## config.mk

```make
export PLATFORM = sky130hd
export DESIGN_NAME = wdtr_top
export DESIGN_NICKNAME = d
export VERILOG_FILES = /design/src/wdtr_sync.v /design/src/wdtr_pdiv.v /design/src/wdtr_top.v
export VERILOG_INCLUDE_DIRS = /design/src
export SDC_FILE = /design/constraint.sdc
export NUM_CORES = 1
export LEC_CHECK = 0
export BUFFER_PORTS_ARGS = -buffer_cell sky130_fd_sc_hd__buf_2
export CORE_MARGIN = 8
export CORE_UTILIZATION = 40
export DETAILED_ROUTE_END_ITERATION = 16
export HOLD_SLACK_MARGIN = 0.08
export PLACE_DENSITY = 0.69
export REMOVE_ABC_BUFFERS = 1
export SYNTH_ARGS = -nofsm -noshare
export SYNTH_HDL_FRONTEND = slang
export SYNTH_SLANG_ARGS = --single-unit
```

## constraint.sdc

```tcl
create_clock -name sys_clk -period 1.7 [get_ports sys_clk]
set_input_delay 0.34 -clock sys_clk [delete_from_list [all_inputs] [get_ports sys_clk]]
set_output_delay 0.34 -clock sys_clk [all_outputs]
set_load 0.1 [all_outputs]
```

## src/wdtr_consts.vh

```
// Purpose: Shared constants of the watchdog timer with counter readout.
// Assumes: Byte-wide register port, 8-bit offsets.
// Notes: Definitions only.
`ifndef WDTR_CONSTS_VH
`define WDTR_CONSTS_VH

// Register offsets
`define WDTR_CTRL_ADDR 8'h1C
`define WDTR_READOUT_ADDR 8'h1D
`define WDTR_STATUS_ADDR 8'h1F

// Control register fields
`define WDTR_SUPPLY_LSB 0
`define WDTR_SUPPLY_MSB 1
`define WDTR_OSC_LSB 2
`define WDTR_OSC_MSB 3
`define WDTR_CTRL_USED_W 4

// Field codes
`define WDTR_SUPPLY_PUMP 2'h1
`define WDTR_SUPPLY_REG 2'h2
`define WDTR_OSC_OFF 2'h1
`define WDTR_OSC_ON 2'h2

// Reset values
`define WDTR_SUPPLY_RST 2'h1
`define WDTR_STATUS_RST 2'h0

// Status register fields
`define WDTR_STAT_TO_BIT 0
`define WDTR_STAT_PD_BIT 1

// Instruction clock is the system clock over this ratio
`define WDTR_ICLK_RATIO 4
`define WDTR_ICLK_LAST 2'h3

// Shortest time-out ratio as a power of two
`define WDTR_MIN_LOG2 13
`define WDTR_CNT_W 16

`endif

```

## src/wdtr_sync.v

```verilog
// Purpose: Three-stage synchroniser for a pin or foreign clock level.
// Assumes: Input is asynchronous to sys_clk.
// Notes: A change is taken once the second and third stages agree.
`timescale 1ns/10ps
`default_nettype none
module wdtr_sync #(
	parameter RST_VAL = 1'b0
) (
	input wire sys_clk,
	input wire rstn,
	input wire async_in,
	output reg level_q
);
	reg s1_q;
	reg s2_q;
	reg s3_q;

	always @(posedge sys_clk) begin
		if (!rstn) begin
			s1_q <= RST_VAL;
			s2_q <= RST_VAL;
			s3_q <= RST_VAL;
			level_q <= RST_VAL;
		end else begin
			s1_q <= async_in;
			s2_q <= s1_q;
			s3_q <= s2_q;
			// Stage one never feeds logic, only stages two and three
			if (s2_q == s3_q) begin
				level_q <= s3_q;
			end
		end
	end
endmodule
`default_nettype wire

```

## src/wdtr_pdiv.v

```verilog
// Purpose: Watchdog divider chain with selectable overflow length.
// Assumes: tick is a one-cycle pulse in the sys_clk domain.
// Notes: Clear wins over a tick in the same cycle.
`timescale 1ns/10ps
`default_nettype none
module wdtr_pdiv #(
	parameter CNT_W = 16,
	parameter MIN_LOG2 = 13
) (
	input wire sys_clk,
	input wire rstn,
	input wire tick,
	input wire clear,
	input wire [1:0] ratio_sel,
	output reg [CNT_W-1:0] count_q,
	output reg ovf_q
);
	localparam [4:0] MIN_L = MIN_LOG2[4:0];
	wire [4:0] span;
	wire [CNT_W-1:0] mask;
	wire reached;

	assign span = MIN_L + {3'h0, ratio_sel};
	assign mask = ~({CNT_W{1'b1}} << span);
	assign reached = ((count_q & mask) == mask);

	always @(posedge sys_clk) begin
		if (!rstn) begin
			count_q <= {CNT_W{1'b0}};
			ovf_q <= 1'b0;
		end else if (clear) begin
			count_q <= {CNT_W{1'b0}};
			ovf_q <= 1'b0;
		end else if (tick) begin
			if (reached) begin
				count_q <= {CNT_W{1'b0}};
				ovf_q <= 1'b1;
			end else begin
				count_q <= count_q + {{(CNT_W-1){1'b0}}, 1'b1};
				ovf_q <= 1'b0;
			end
		end else begin
			ovf_q <= 1'b0;
		end
	end
endmodule
`default_nettype wire

```

## src/wdtr_top.v

```verilog
// Purpose: Watchdog timer with oscillator control and counter readout.
// Assumes: CPU events are one-cycle pulses on sys_clk; options are static.
// Notes: The RC oscillator output arrives as a pin and is sampled.
// What this block does
// - Counter clock is the RC oscillator or system clock divided by four.
// - Disabled watchdog still counts, reads and clears, but never resets chip.
// - Supply field bits 1:0: 10 picks regulator, all else charge pump.
// - Oscillator field bits 3:2: 01 disables, others enable; bits 7:4 reserved.
// - Oscillator disabled by field stops whatever the internal clock bit.
// - Oscillator field resets to 10 if enabled with RC clock, else 01.
// - Read-only readout register returns the upper eight bits of the counter; writes ignored.
// - Time-out ratio selectable from two to thirteen up to sixteen.
// - Overflow in normal run gives chip reset and sets time-out flag.
// - Overflow while asleep gives warm reset of program counter and stack.
// - Counter cleared by low reset pin, clear instruction or halt.
// - Single-clear option: each single clear instruction clears the counter.
// - Paired option: both paired instructions needed before the clear.
// - With instruction clock source the counter stops while asleep.
// - Enabled oscillator runs in power-down only if internal clock bit set.
// - Power-down flag set by halt, cleared by clear; time-out flag on overflow.
// - Halt clears the counter and it restarts on the clock chosen by cfg_clk_rc.
//
// Chosen here: the address-and-strobe port.
`timescale 1ns/10ps
`default_nettype none
`include "wdtr_consts.vh"
module wdtr_top #(
	parameter CNT_W = `WDTR_CNT_W,
	parameter MIN_LOG2 = `WDTR_MIN_LOG2
) (
	input wire sys_clk,
	input wire rstn,
	input wire [7:0] reg_addr,
	input wire [7:0] reg_wdata,
	input wire reg_we,
	input wire reg_re,
	output reg [7:0] reg_rdata,
	input wire cfg_wdt_enable,
	input wire cfg_clk_rc,
	input wire cfg_clear_pair,
	input wire [1:0] cfg_ratio_sel,
	input wire internal_clock_enable,
	input wire internal_rc_oscillator,
	input wire external_reset_input_n,
	input wire cpu_asleep,
	input wire halt_instruction,
	input wire single_clear_instruction,
	input wire paired_clear_first,
	input wire paired_clear_second,
	output wire watchdog_oscillator_enable,
	output wire watchdog_supply_select,
	output reg chip_reset,
	output reg warm_reset,
	output wire timeout_flag,
	output wire powerdown_flag
);
	reg [1:0] supply_q;
	reg [1:0] osc_q;
	reg timeout_q;
	reg pdown_q;
	reg pend_first_q;
	reg pend_second_q;
	reg [1:0] iclk_div_q;
	reg rc_prev_q;
	reg rc_run_q;
	wire rc_level;
	wire ext_rst_level;
	wire [CNT_W-1:0] count;
	wire ovf;
	wire osc_field_on;
	wire rc_edge;
	wire iclk_tick;
	wire tick;
	wire sw_clear;
	wire pair_done;
	wire cnt_clear;
	wire wr_ctrl;
	reg [7:0] rdata_d;
	reg tick_d;
	wire [1:0] supply_wr;
	wire [1:0] osc_wr;
	wire [1:0] osc_rst;
	wire iclk_wrap;
	wire rc_rise;
	wire first_hit;
	wire second_hit;
	wire single_hit;
	wire halt_clear;
	wire pin_clear;
	wire ovf_armed;
	wire ovf_awake;
	wire ovf_asleep;
	wire [7:0] ctrl_word;
	wire [7:0] readout_word;
	wire [7:0] status_word;

	// Oscillator and reset pin are foreign to sys_clk
	wdtr_sync #(
		.RST_VAL(1'b0)
	) u_rc_sync (
		.sys_clk(sys_clk),
		.rstn(rstn),
		.async_in(internal_rc_oscillator),
		.level_q(rc_level)
	);

	wdtr_sync #(
		.RST_VAL(1'b1)
	) u_rst_sync (
		.sys_clk(sys_clk),
		.rstn(rstn),
		.async_in(external_reset_input_n),
		.level_q(ext_rst_level)
	);

	assign wr_ctrl = reg_we && (reg_addr == `WDTR_CTRL_ADDR);

	assign supply_wr = reg_wdata[`WDTR_SUPPLY_MSB:`WDTR_SUPPLY_LSB];
	assign osc_wr = reg_wdata[`WDTR_OSC_MSB:`WDTR_OSC_LSB];

	// Options are sampled while reset is held
	assign osc_rst = (cfg_wdt_enable && cfg_clk_rc) ? `WDTR_OSC_ON : `WDTR_OSC_OFF;

	// Supply field keeps reserved codes as written
	always @(posedge sys_clk) begin
		if (!rstn) begin
			supply_q <= `WDTR_SUPPLY_RST;
		end else if (wr_ctrl) begin
			supply_q <= supply_wr;
		end
	end

	// Oscillator field
	always @(posedge sys_clk) begin
		if (!rstn) begin
			osc_q <= osc_rst;
		end else if (wr_ctrl) begin
			osc_q <= osc_wr;
		end
	end

	// Only code 10 selects the regulator; the reserved codes stay on the pump
	assign watchdog_supply_select = (supply_q == `WDTR_SUPPLY_REG);

	assign osc_field_on = (osc_q != `WDTR_OSC_OFF);

	// Disabled field stops the oscillator outright, internal bit ignored
	assign watchdog_oscillator_enable = osc_field_on &&
		(!cpu_asleep || internal_clock_enable);

	// Edges of the RC clock only count while it is allowed to run
	always @(posedge sys_clk) begin
		if (!rstn) begin
			rc_prev_q <= 1'b0;
			rc_run_q <= 1'b0;
		end else begin
			rc_prev_q <= rc_level;
			rc_run_q <= watchdog_oscillator_enable;
		end
	end

	assign rc_rise = rc_level && !rc_prev_q;

	assign rc_edge = rc_rise && rc_run_q;

	// Instruction clock: one tick every fourth system clock
	always @(posedge sys_clk) begin
		if (!rstn) begin
			iclk_div_q <= 2'h0;
		end else if (cnt_clear) begin
			iclk_div_q <= 2'h0;
		end else if (!cpu_asleep) begin
			iclk_div_q <= iclk_div_q + 2'h1;
		end
	end

	// System clock is stopped in sleep, so this source freezes there
	assign iclk_wrap = (iclk_div_q == `WDTR_ICLK_LAST);

	assign iclk_tick = iclk_wrap && !cpu_asleep;

	always @* begin
		tick_d = 1'b0;
		case (cfg_clk_rc)
			1'b1: begin
				tick_d = rc_edge;
			end
			default: begin
				tick_d = iclk_tick;
			end
		endcase
	end

	assign tick = tick_d;

	// Paired clear: either order, second one completes the clear
	assign first_hit = paired_clear_first && (pend_second_q || paired_clear_second);

	assign second_hit = paired_clear_second && pend_first_q;

	assign pair_done = cfg_clear_pair && (first_hit || second_hit);

	always @(posedge sys_clk) begin
		if (!rstn) begin
			pend_first_q <= 1'b0;
			pend_second_q <= 1'b0;
		end else if (!cfg_clear_pair || pair_done) begin
			pend_first_q <= 1'b0;
			pend_second_q <= 1'b0;
		end else begin
			if (paired_clear_first) begin
				pend_first_q <= 1'b1;
			end
			if (paired_clear_second) begin
				pend_second_q <= 1'b1;
			end
		end
	end

	// Single clear counts only when the single option is chosen
	assign single_hit = !cfg_clear_pair && single_clear_instruction;

	assign sw_clear = single_hit || pair_done;

	assign halt_clear = halt_instruction;

	assign pin_clear = !ext_rst_level;

	assign cnt_clear = pin_clear || sw_clear || halt_clear;

	wdtr_pdiv #(
		.CNT_W(CNT_W),
		.MIN_LOG2(MIN_LOG2)
	) u_div (
		.sys_clk(sys_clk),
		.rstn(rstn),
		.tick(tick),
		.clear(cnt_clear),
		.ratio_sel(cfg_ratio_sel),
		.count_q(count),
		.ovf_q(ovf)
	);

	// Overflow outcome depends on sleep state; disabled option masks both
	assign ovf_armed = ovf && cfg_wdt_enable;

	assign ovf_awake = ovf_armed && !cpu_asleep;

	assign ovf_asleep = ovf_armed && cpu_asleep;

	always @(posedge sys_clk) begin
		if (!rstn) begin
			chip_reset <= 1'b0;
		end else begin
			chip_reset <= ovf_awake;
		end
	end

	always @(posedge sys_clk) begin
		if (!rstn) begin
			warm_reset <= 1'b0;
		end else begin
			warm_reset <= ovf_asleep;
		end
	end

	// Status flags: a setting event wins over a clear in the same cycle
	always @(posedge sys_clk) begin
		if (!rstn) begin
			timeout_q <= 1'b0;
		end else if (ovf_armed) begin
			timeout_q <= 1'b1;
		end else if (halt_instruction || sw_clear) begin
			timeout_q <= 1'b0;
		end
	end

	always @(posedge sys_clk) begin
		if (!rstn) begin
			pdown_q <= 1'b0;
		end else if (halt_instruction) begin
			pdown_q <= 1'b1;
		end else if (sw_clear) begin
			pdown_q <= 1'b0;
		end
	end

	assign timeout_flag = timeout_q;
	assign powerdown_flag = pdown_q;

	assign ctrl_word = {4'h0, osc_q, supply_q};

	assign readout_word = count[CNT_W-1:CNT_W-8];

	assign status_word = {6'h00, pdown_q, timeout_q};

	// Read mux; readout has no write path at all
	always @* begin
		rdata_d = 8'h00;
		case (reg_addr)
			`WDTR_CTRL_ADDR: begin
				rdata_d = ctrl_word;
			end
			`WDTR_READOUT_ADDR: begin
				rdata_d = readout_word;
			end
			`WDTR_STATUS_ADDR: begin
				rdata_d = status_word;
			end
			default: begin
				rdata_d = 8'h00;
			end
		endcase
	end

	// Read data stand only in the cycle after the strobe
	always @(posedge sys_clk) begin
		if (!rstn) begin
			reg_rdata <= 8'h00;
		end else if (reg_re) begin
			reg_rdata <= rdata_d;
		end else begin
			reg_rdata <= 8'h00;
		end
	end
endmodule
`default_nettype wire

```

[Word-level counts from Yosys, hierarchy flattened]
Index checks and enable logic that the tools add are counted.
Storage, ports and cells
  flip-flop bits (word level): 47
  bits of input ports: 33
  output and inout bits: 14
  logic and storage cells: 82
Cells by class
  eq/ne operators: 10
  mux-type cells: 11
  reductions and logical operators: 31
  bitwise gates (word level): 4
  shift-type cells: 1
  $add $sub $neg: 3
Operators by type and width (count)
  equality test 8 x 5 -> 1 bit, second input constant: 3
  one-hot mux 8 bit (3 select lines): 1
  adder 16 x 1 -> 16 bit, second input constant: 1
  bitwise AND 16 bit: 1
  equality test 16 bit: 1
  2-to-1 mux 16 bit: 1
  inverter 16 bit: 1
  << shifter 16 x 5 -> 16 bit, first input constant: 1
  logical AND 1 bit: 13
  logical OR 1 bit: 8
  2-to-1 mux 1 bit: 6
  2-to-1 mux 2 bit: 3
  adder 4 x 2 -> 5 bit, first input constant: 1
  equality test 2 bit, second input constant: 2
  zero test 1 bit: 4
  inequality test 2 x 1 -> 1 bit, second input constant: 2
  nonzero test 2 bit: 2
  OR reduction 2 bit: 2
  OR reduction 3 bit: 1
  adder 2 x 1 -> 2 bit, second input constant: 1
  equality test 1 bit: 2
  inverter 1 bit: 2
  AND reduction 2 bit: 1

[Longest topological paths before layout]
  word-level depth: 8
  gate-level depth with buffers: 7
  gate-level depth less buffers: 6

[By module]
Synthesis repeated with hierarchy kept, for this count alone.
Second synthesis, totals
  cells, all modules: 205
  area, all modules: 1981.9 sq um
By module, submodules not included
  wdtr_top: area each 927.1 sq um, cells an instance 97, times used 1, seq. area each 460.4 sq um
  wdtr_pdiv: area each 825.8 sq um, cells an instance 88, times used 1, seq. area each 340.3 sq um
  wdtr_sync at u_rc_sync: area each 116.4 sq um, cells an instance 10, times used 1, seq. area each 80.1 sq um
  wdtr_sync at u_rst_sync: area each 112.6 sq um, cells an instance 10, times used 1, seq. area each 80.1 sq um

[Worst setup path after synthesis]
OpenSTA, ideal clock, no wires.
  kind: in2out
  from: input port cpu_asleep
  to: output port watchdog_oscillator_enable
  slack: -0.649 ns
  path buffers: 0
  data required time: 1.360 ns
  stages: 2
  arrival: 2.009 ns
  cells stage by stage: inv_1 a2bb2oi_1
On the way
  cells in the longest elaborated chain, start to end: 3
Ends and longest elaborated chain
  start, declared: RTL line wdtr_top.v:45  | input wire cpu_asleep,
  zero test 1 bit: RTL line wdtr_top.v:149  | (!cpu_asleep || internal_clock_enable);
  logical OR 1 bit: RTL line wdtr_top.v:149
  logical AND 1 bit: RTL line wdtr_top.v:148  | assign watchdog_oscillator_enable = osc_field_on &&
  end, declared: RTL line wdtr_top.v:50  | output wire watchdog_oscillator_enable,
Every way passes these cells.

[Final worst setup path]
  from: register u_div.count_q[9]
  to: register u_div.count_q[14]
On the way
  cells in the longest elaborated chain, start to end: 3
  elaborated cells between the ends (all ways): 4
  those cells by class: 1 x add/sub; 1 x eq/ne; 1 x mux; 1 x bitwise
Ends and longest elaborated chain
  start, declared: RTL line wdtr_pdiv.v:15  | output reg [CNT_W-1:0] count_q,
  start signal, assigned: RTL line wdtr_pdiv.v:29  | count_q <= {CNT_W{1'b0}};
  start signal, assigned: RTL line wdtr_pdiv.v:32  | count_q <= {CNT_W{1'b0}};
  start signal, assigned: RTL line wdtr_pdiv.v:36  | count_q <= {CNT_W{1'b0}};
  branches (longest 2 deep; another with adder 16 x 1 -> 16 bit)
  2-to-1 mux 16 bit *: RTL line wdtr_pdiv.v:35  | if (reached) begin
Mark *: on every way between the ends.
A chain may end at the register's enable or synchronous reset.

==> summary.md <==
| Metric | Value |
|---|---|
| Status | complete, but fails checks |
| Failing checks | setup timing |
| Core Rows | 26 |
| Initial antenna violation count | 0 |
| HP Start | external_reset_input_n |
| DRT antenna net count | 0 |
| 1st-iter DRT viols | 73 |
| Vias in the first global route | ~1700 |
| GR Util met2 | a little over a fifth |
| Post-Syn Area | 2060 um^2 |
| Final hold vios | 0 |
| Mean Syn Cell Area | slightly above 9 um^2 |
| Buffers on Ports | 42 |
| GR Layer Usage met3 | between 5 and 6% |
| Post-route cell area | approximately 2700 um^2 |
| Post-synth cell types | 48 |
| Final setup viols | 3 |
| Placed inst area | 2510 um^2 |
| TritonCTS buffer count | 5 |
| # fillers | roughly 470 |
| GR peak layer | met2 |
| Core Area | 5040 um^2 |
| Worst skew pair latency | roughly 0.30 ns |
| Asr flop ratio synth | 0% |
| DR vias | 1835 |
| Minimum period implied by the final worst setup slack | around 1.7 ns |
| Sink Count | between 40 and 50 |
| Synth Flop Type | dfxtp_1 |
| N_diodes | 0 |
| Worst-margin pin slew | 0.489 ns |
| Die H | ~88 um |
| CP Max Fanout | 5 |
| Hold-fix buffers, CTS | 0 |
| Worst Setup Start Kind | flop |
| Post-Syn Instances | 223 |
| Post-route non-filler standard cell count | between 300 and 400 |
| Initial Util | 40.9% |
| Pleak | 0.00119 uW |
| WHS Path Cells | 2 |
| Layout cells sized above 1 | between 30% and 40% |
| CTS Buffer Depth | 2 |
| Wire per inst | 13.1 um |
| GRT Total Usage | between 10% and 20% |
| Routed WL | around 4.8 mm |
| Critical path data arrival time | approximately 2.0 ns |
| Skew final | 0.00972 ns |
| Final Core Density | 53.8% |
| # placed instances | about 350 |
| Final period util | 102% |
| R2R depth | 5 |
| Max Slew Vio Count | 0 |
| Synth-to-Final Area Change | 31.6% |
| Relative slew slack | between 60% and 70% |
| Pre-antenna DRT Iters | 4 |
| Warnings from Yosys | 0 |
| Setup ws final | -0.0268 ns |
| Peak VDD IR | approximately 0.53 mV |
| Global-route wire length before repair | 7.78 mm |
| Final Wtd Congestion | around 0.78 |
| EDFF count, synth | 2 |
| CTS H-Tree Depth | 2 |
| Largest net degree at the start of global routing | 20 |
| Critical Path RT | ~1.9 ns |
| DRC | 0 |
| Setup slack on the worst flop-to-flop path | -0.03 ns |
| Die width | between 80 and 90 um |
| Hold Crit Endpoint | u_rst_sync.s1_q |
| CTS tree | built |
| Grt ovf | 0 |
| Die Area | slightly below 8000 um^2 |
| RSZ-0062 raised after global routing | true |
| Reg2reg end | u_div.count_q[14] |
| Ports | 47 |
| HPWL Detailed | between 3 and 4 mm |
| P per Cell Area | ~750 nW/um^2 |
| Max cap viols | 0 |
| Seq/Total Area, Yosys | 46.6% |
| Vias per cell | 5.03 |
| Worst hold path class | in -> reg |
| Crit path kind | reg -> reg |
| FF-to-FF Start | u_div.count_q[9] |
| Critical Path End Type | flop |
| Setup TNS | -0.0514 ns |
| Flops & latches, synth | 47 |
| Clk slew on worst S/H paths | 0.09 ns |
| CTS root buffer | clkbuf_8 |
| Nets | between 300 and 400 |
| Fmax | between 500 and 600 MHz |
| GR met1 Demand/Resource | roughly 15% |
## repair_timing
item	4_1_cts	5_1_grt
pin swaps	2	9
setup buffers	0	4
gates resized for setup	1	15
endpoints found under the hold margin	0	0
setup endpoints to repair	1	17
## cells by family (layout without fill, tap and decap cells)
logic type,count (synthesis),after routing,share of synthesized area [%]
XOR/XNOR,1,1,0.425
AND/OR/NAND/NOR,99,99,25.9
adder cells (fa/ha/maj),3,3,1.82
flip-flops,47,47,46.6
multiplexers,11,11,5.40
buffers and inverters,16,88,4.55
AO/OA/AOI/OAI,46,46,15.3
## metal layers
layer / up-vias / wire, um
met5: - / 0
met4: 0 / 36
met3: 2 / 240
met2: 25 / 2340
met1: 853 / 2160
li1: 955 / -
## cell usage after synthesis (2+ instances only)
cell	count	area [um^2]
nand2_1	22	82.6
a31oi_1	9	56.3
and2_1	8	50.1
nand4_1	3	18.8
a21oi_1	13	65.1
nand3_1	14	70.1
and4_4	2	22.5
and3_1	2	12.5
clkbuf_1	6	22.5
buf_6	2	22.5
nand2b_1	3	18.8
a21o_1	2	15.0
o21ai_0	5	25.0
dfxtp_1	45	901
or4_1	3	22.5
nor2_1	16	60.1
nor3_1	10	50.1
o211ai_1	2	15.0
ha_1	3	37.5
inv_1	6	22.5
or3_1	2	12.5
mux2i_1	10	100
edfxtp_1	2	60.1
a21boi_0	2	15.0
a311oi_1	2	17.5
nor2b_1	5	31.3
o211a_1	3	30.0
## worst max path at each step
stage / to / slack [ns] / startpoint / cells past startpoint
6_report: u_div.count_q[14] / -0.03 / u_div.count_q[9] / 5
5_1_grt: u_div.count_q[9] / -0.14 / iclk_div_q[0] / 6
4_1_cts: u_div.count_q[14] / 0.005 / iclk_div_q[0] / 6
3_5_place_dp: u_div.count_q[13] / -0.03 / cfg_ratio_sel[0] / 6
3_3_place_gp: u_div.count_q[13] / -0.02 / cfg_clk_rc / 6
2_1_floorplan: watchdog_oscillator_enable / -0.65 / cpu_asleep / 2
## layout by cell type, fill, tap and decap left out, types with 2 or more instances in the layout
master	count
o21ai_0	4
dfxtp_1	41
a21o_1	2
a311oi_1	2
nand3_1	14
nor2_1	16
a21boi_0	2
buf_4	31
buf_2	41
edfxtp_1	2
nor2b_1	5
o211a_1	2
clkbuf_8	7
nand2b_1	3
o211ai_1	2
mux2i_1	10
ha_1	2
inv_1	6
nor3_1	10
or3_1	2
and2_1	8
a31oi_1	8
nand2_1	21
or4_1	2
a21oi_1	13
nand4_1	3
and4_4	2
and3_1	2
dfxtp_2	4
## sequential cells by signal, indices dropped and copies added (netlist names), 2 cells and up
signal         count
osc_q              2
supply_q           2
iclk_div_q         2
u_div.count_q     16
reg_rdata          8
## report_power, final
| part | leakage (uW) | switching [uW] | internal [uW] |
|---|---|---|---|
| Sequential | 0.000386 | 9.07 | 1130 |
| Combinational | 0.000753 | 93.8 | 71.9 |
| Clock | 0.0000505 | 371 | 370 |
| Total | 0.00119 | 474 | 1570 |
## worst max-delay path, stage by stage, from the launching register on
cell and delay (ns):
dfxtp_1 0.35, and4_4 0.24, and4_4 0.27, nand3_1 0.12, or4_1 0.54, a31oi_1 0.13
## cell type report
type | count | area (um^2) | area share [%]
Multi-Input combinational cell | 160 | 1060 | 39.2
Tap cell | 70 | 87.6 | 3.23
Clock buffer | 7 | 96.3 | 3.55
Clock inverter | 1 | 7.51 | 0.277
Inverter | 6 | 22.5 | 0.830
Timing Repair Buffer | 74 | 469 | 17.3
Sequential cell | 47 | 966 | 35.6
## per-stage QoR
stage	worst slack, ns	power (uW)	hold slack [ns]
floorplan	-0.649	1230	0.386
global placement	-0.0178	1320	0.389
detailed placement	-0.0324	1320	0.402
CTS	0.00462	2070	0.211
global route	-0.145	2140	0.199
finish	-0.0268	2040	0.223
Power figures use the tool's default switching activity.
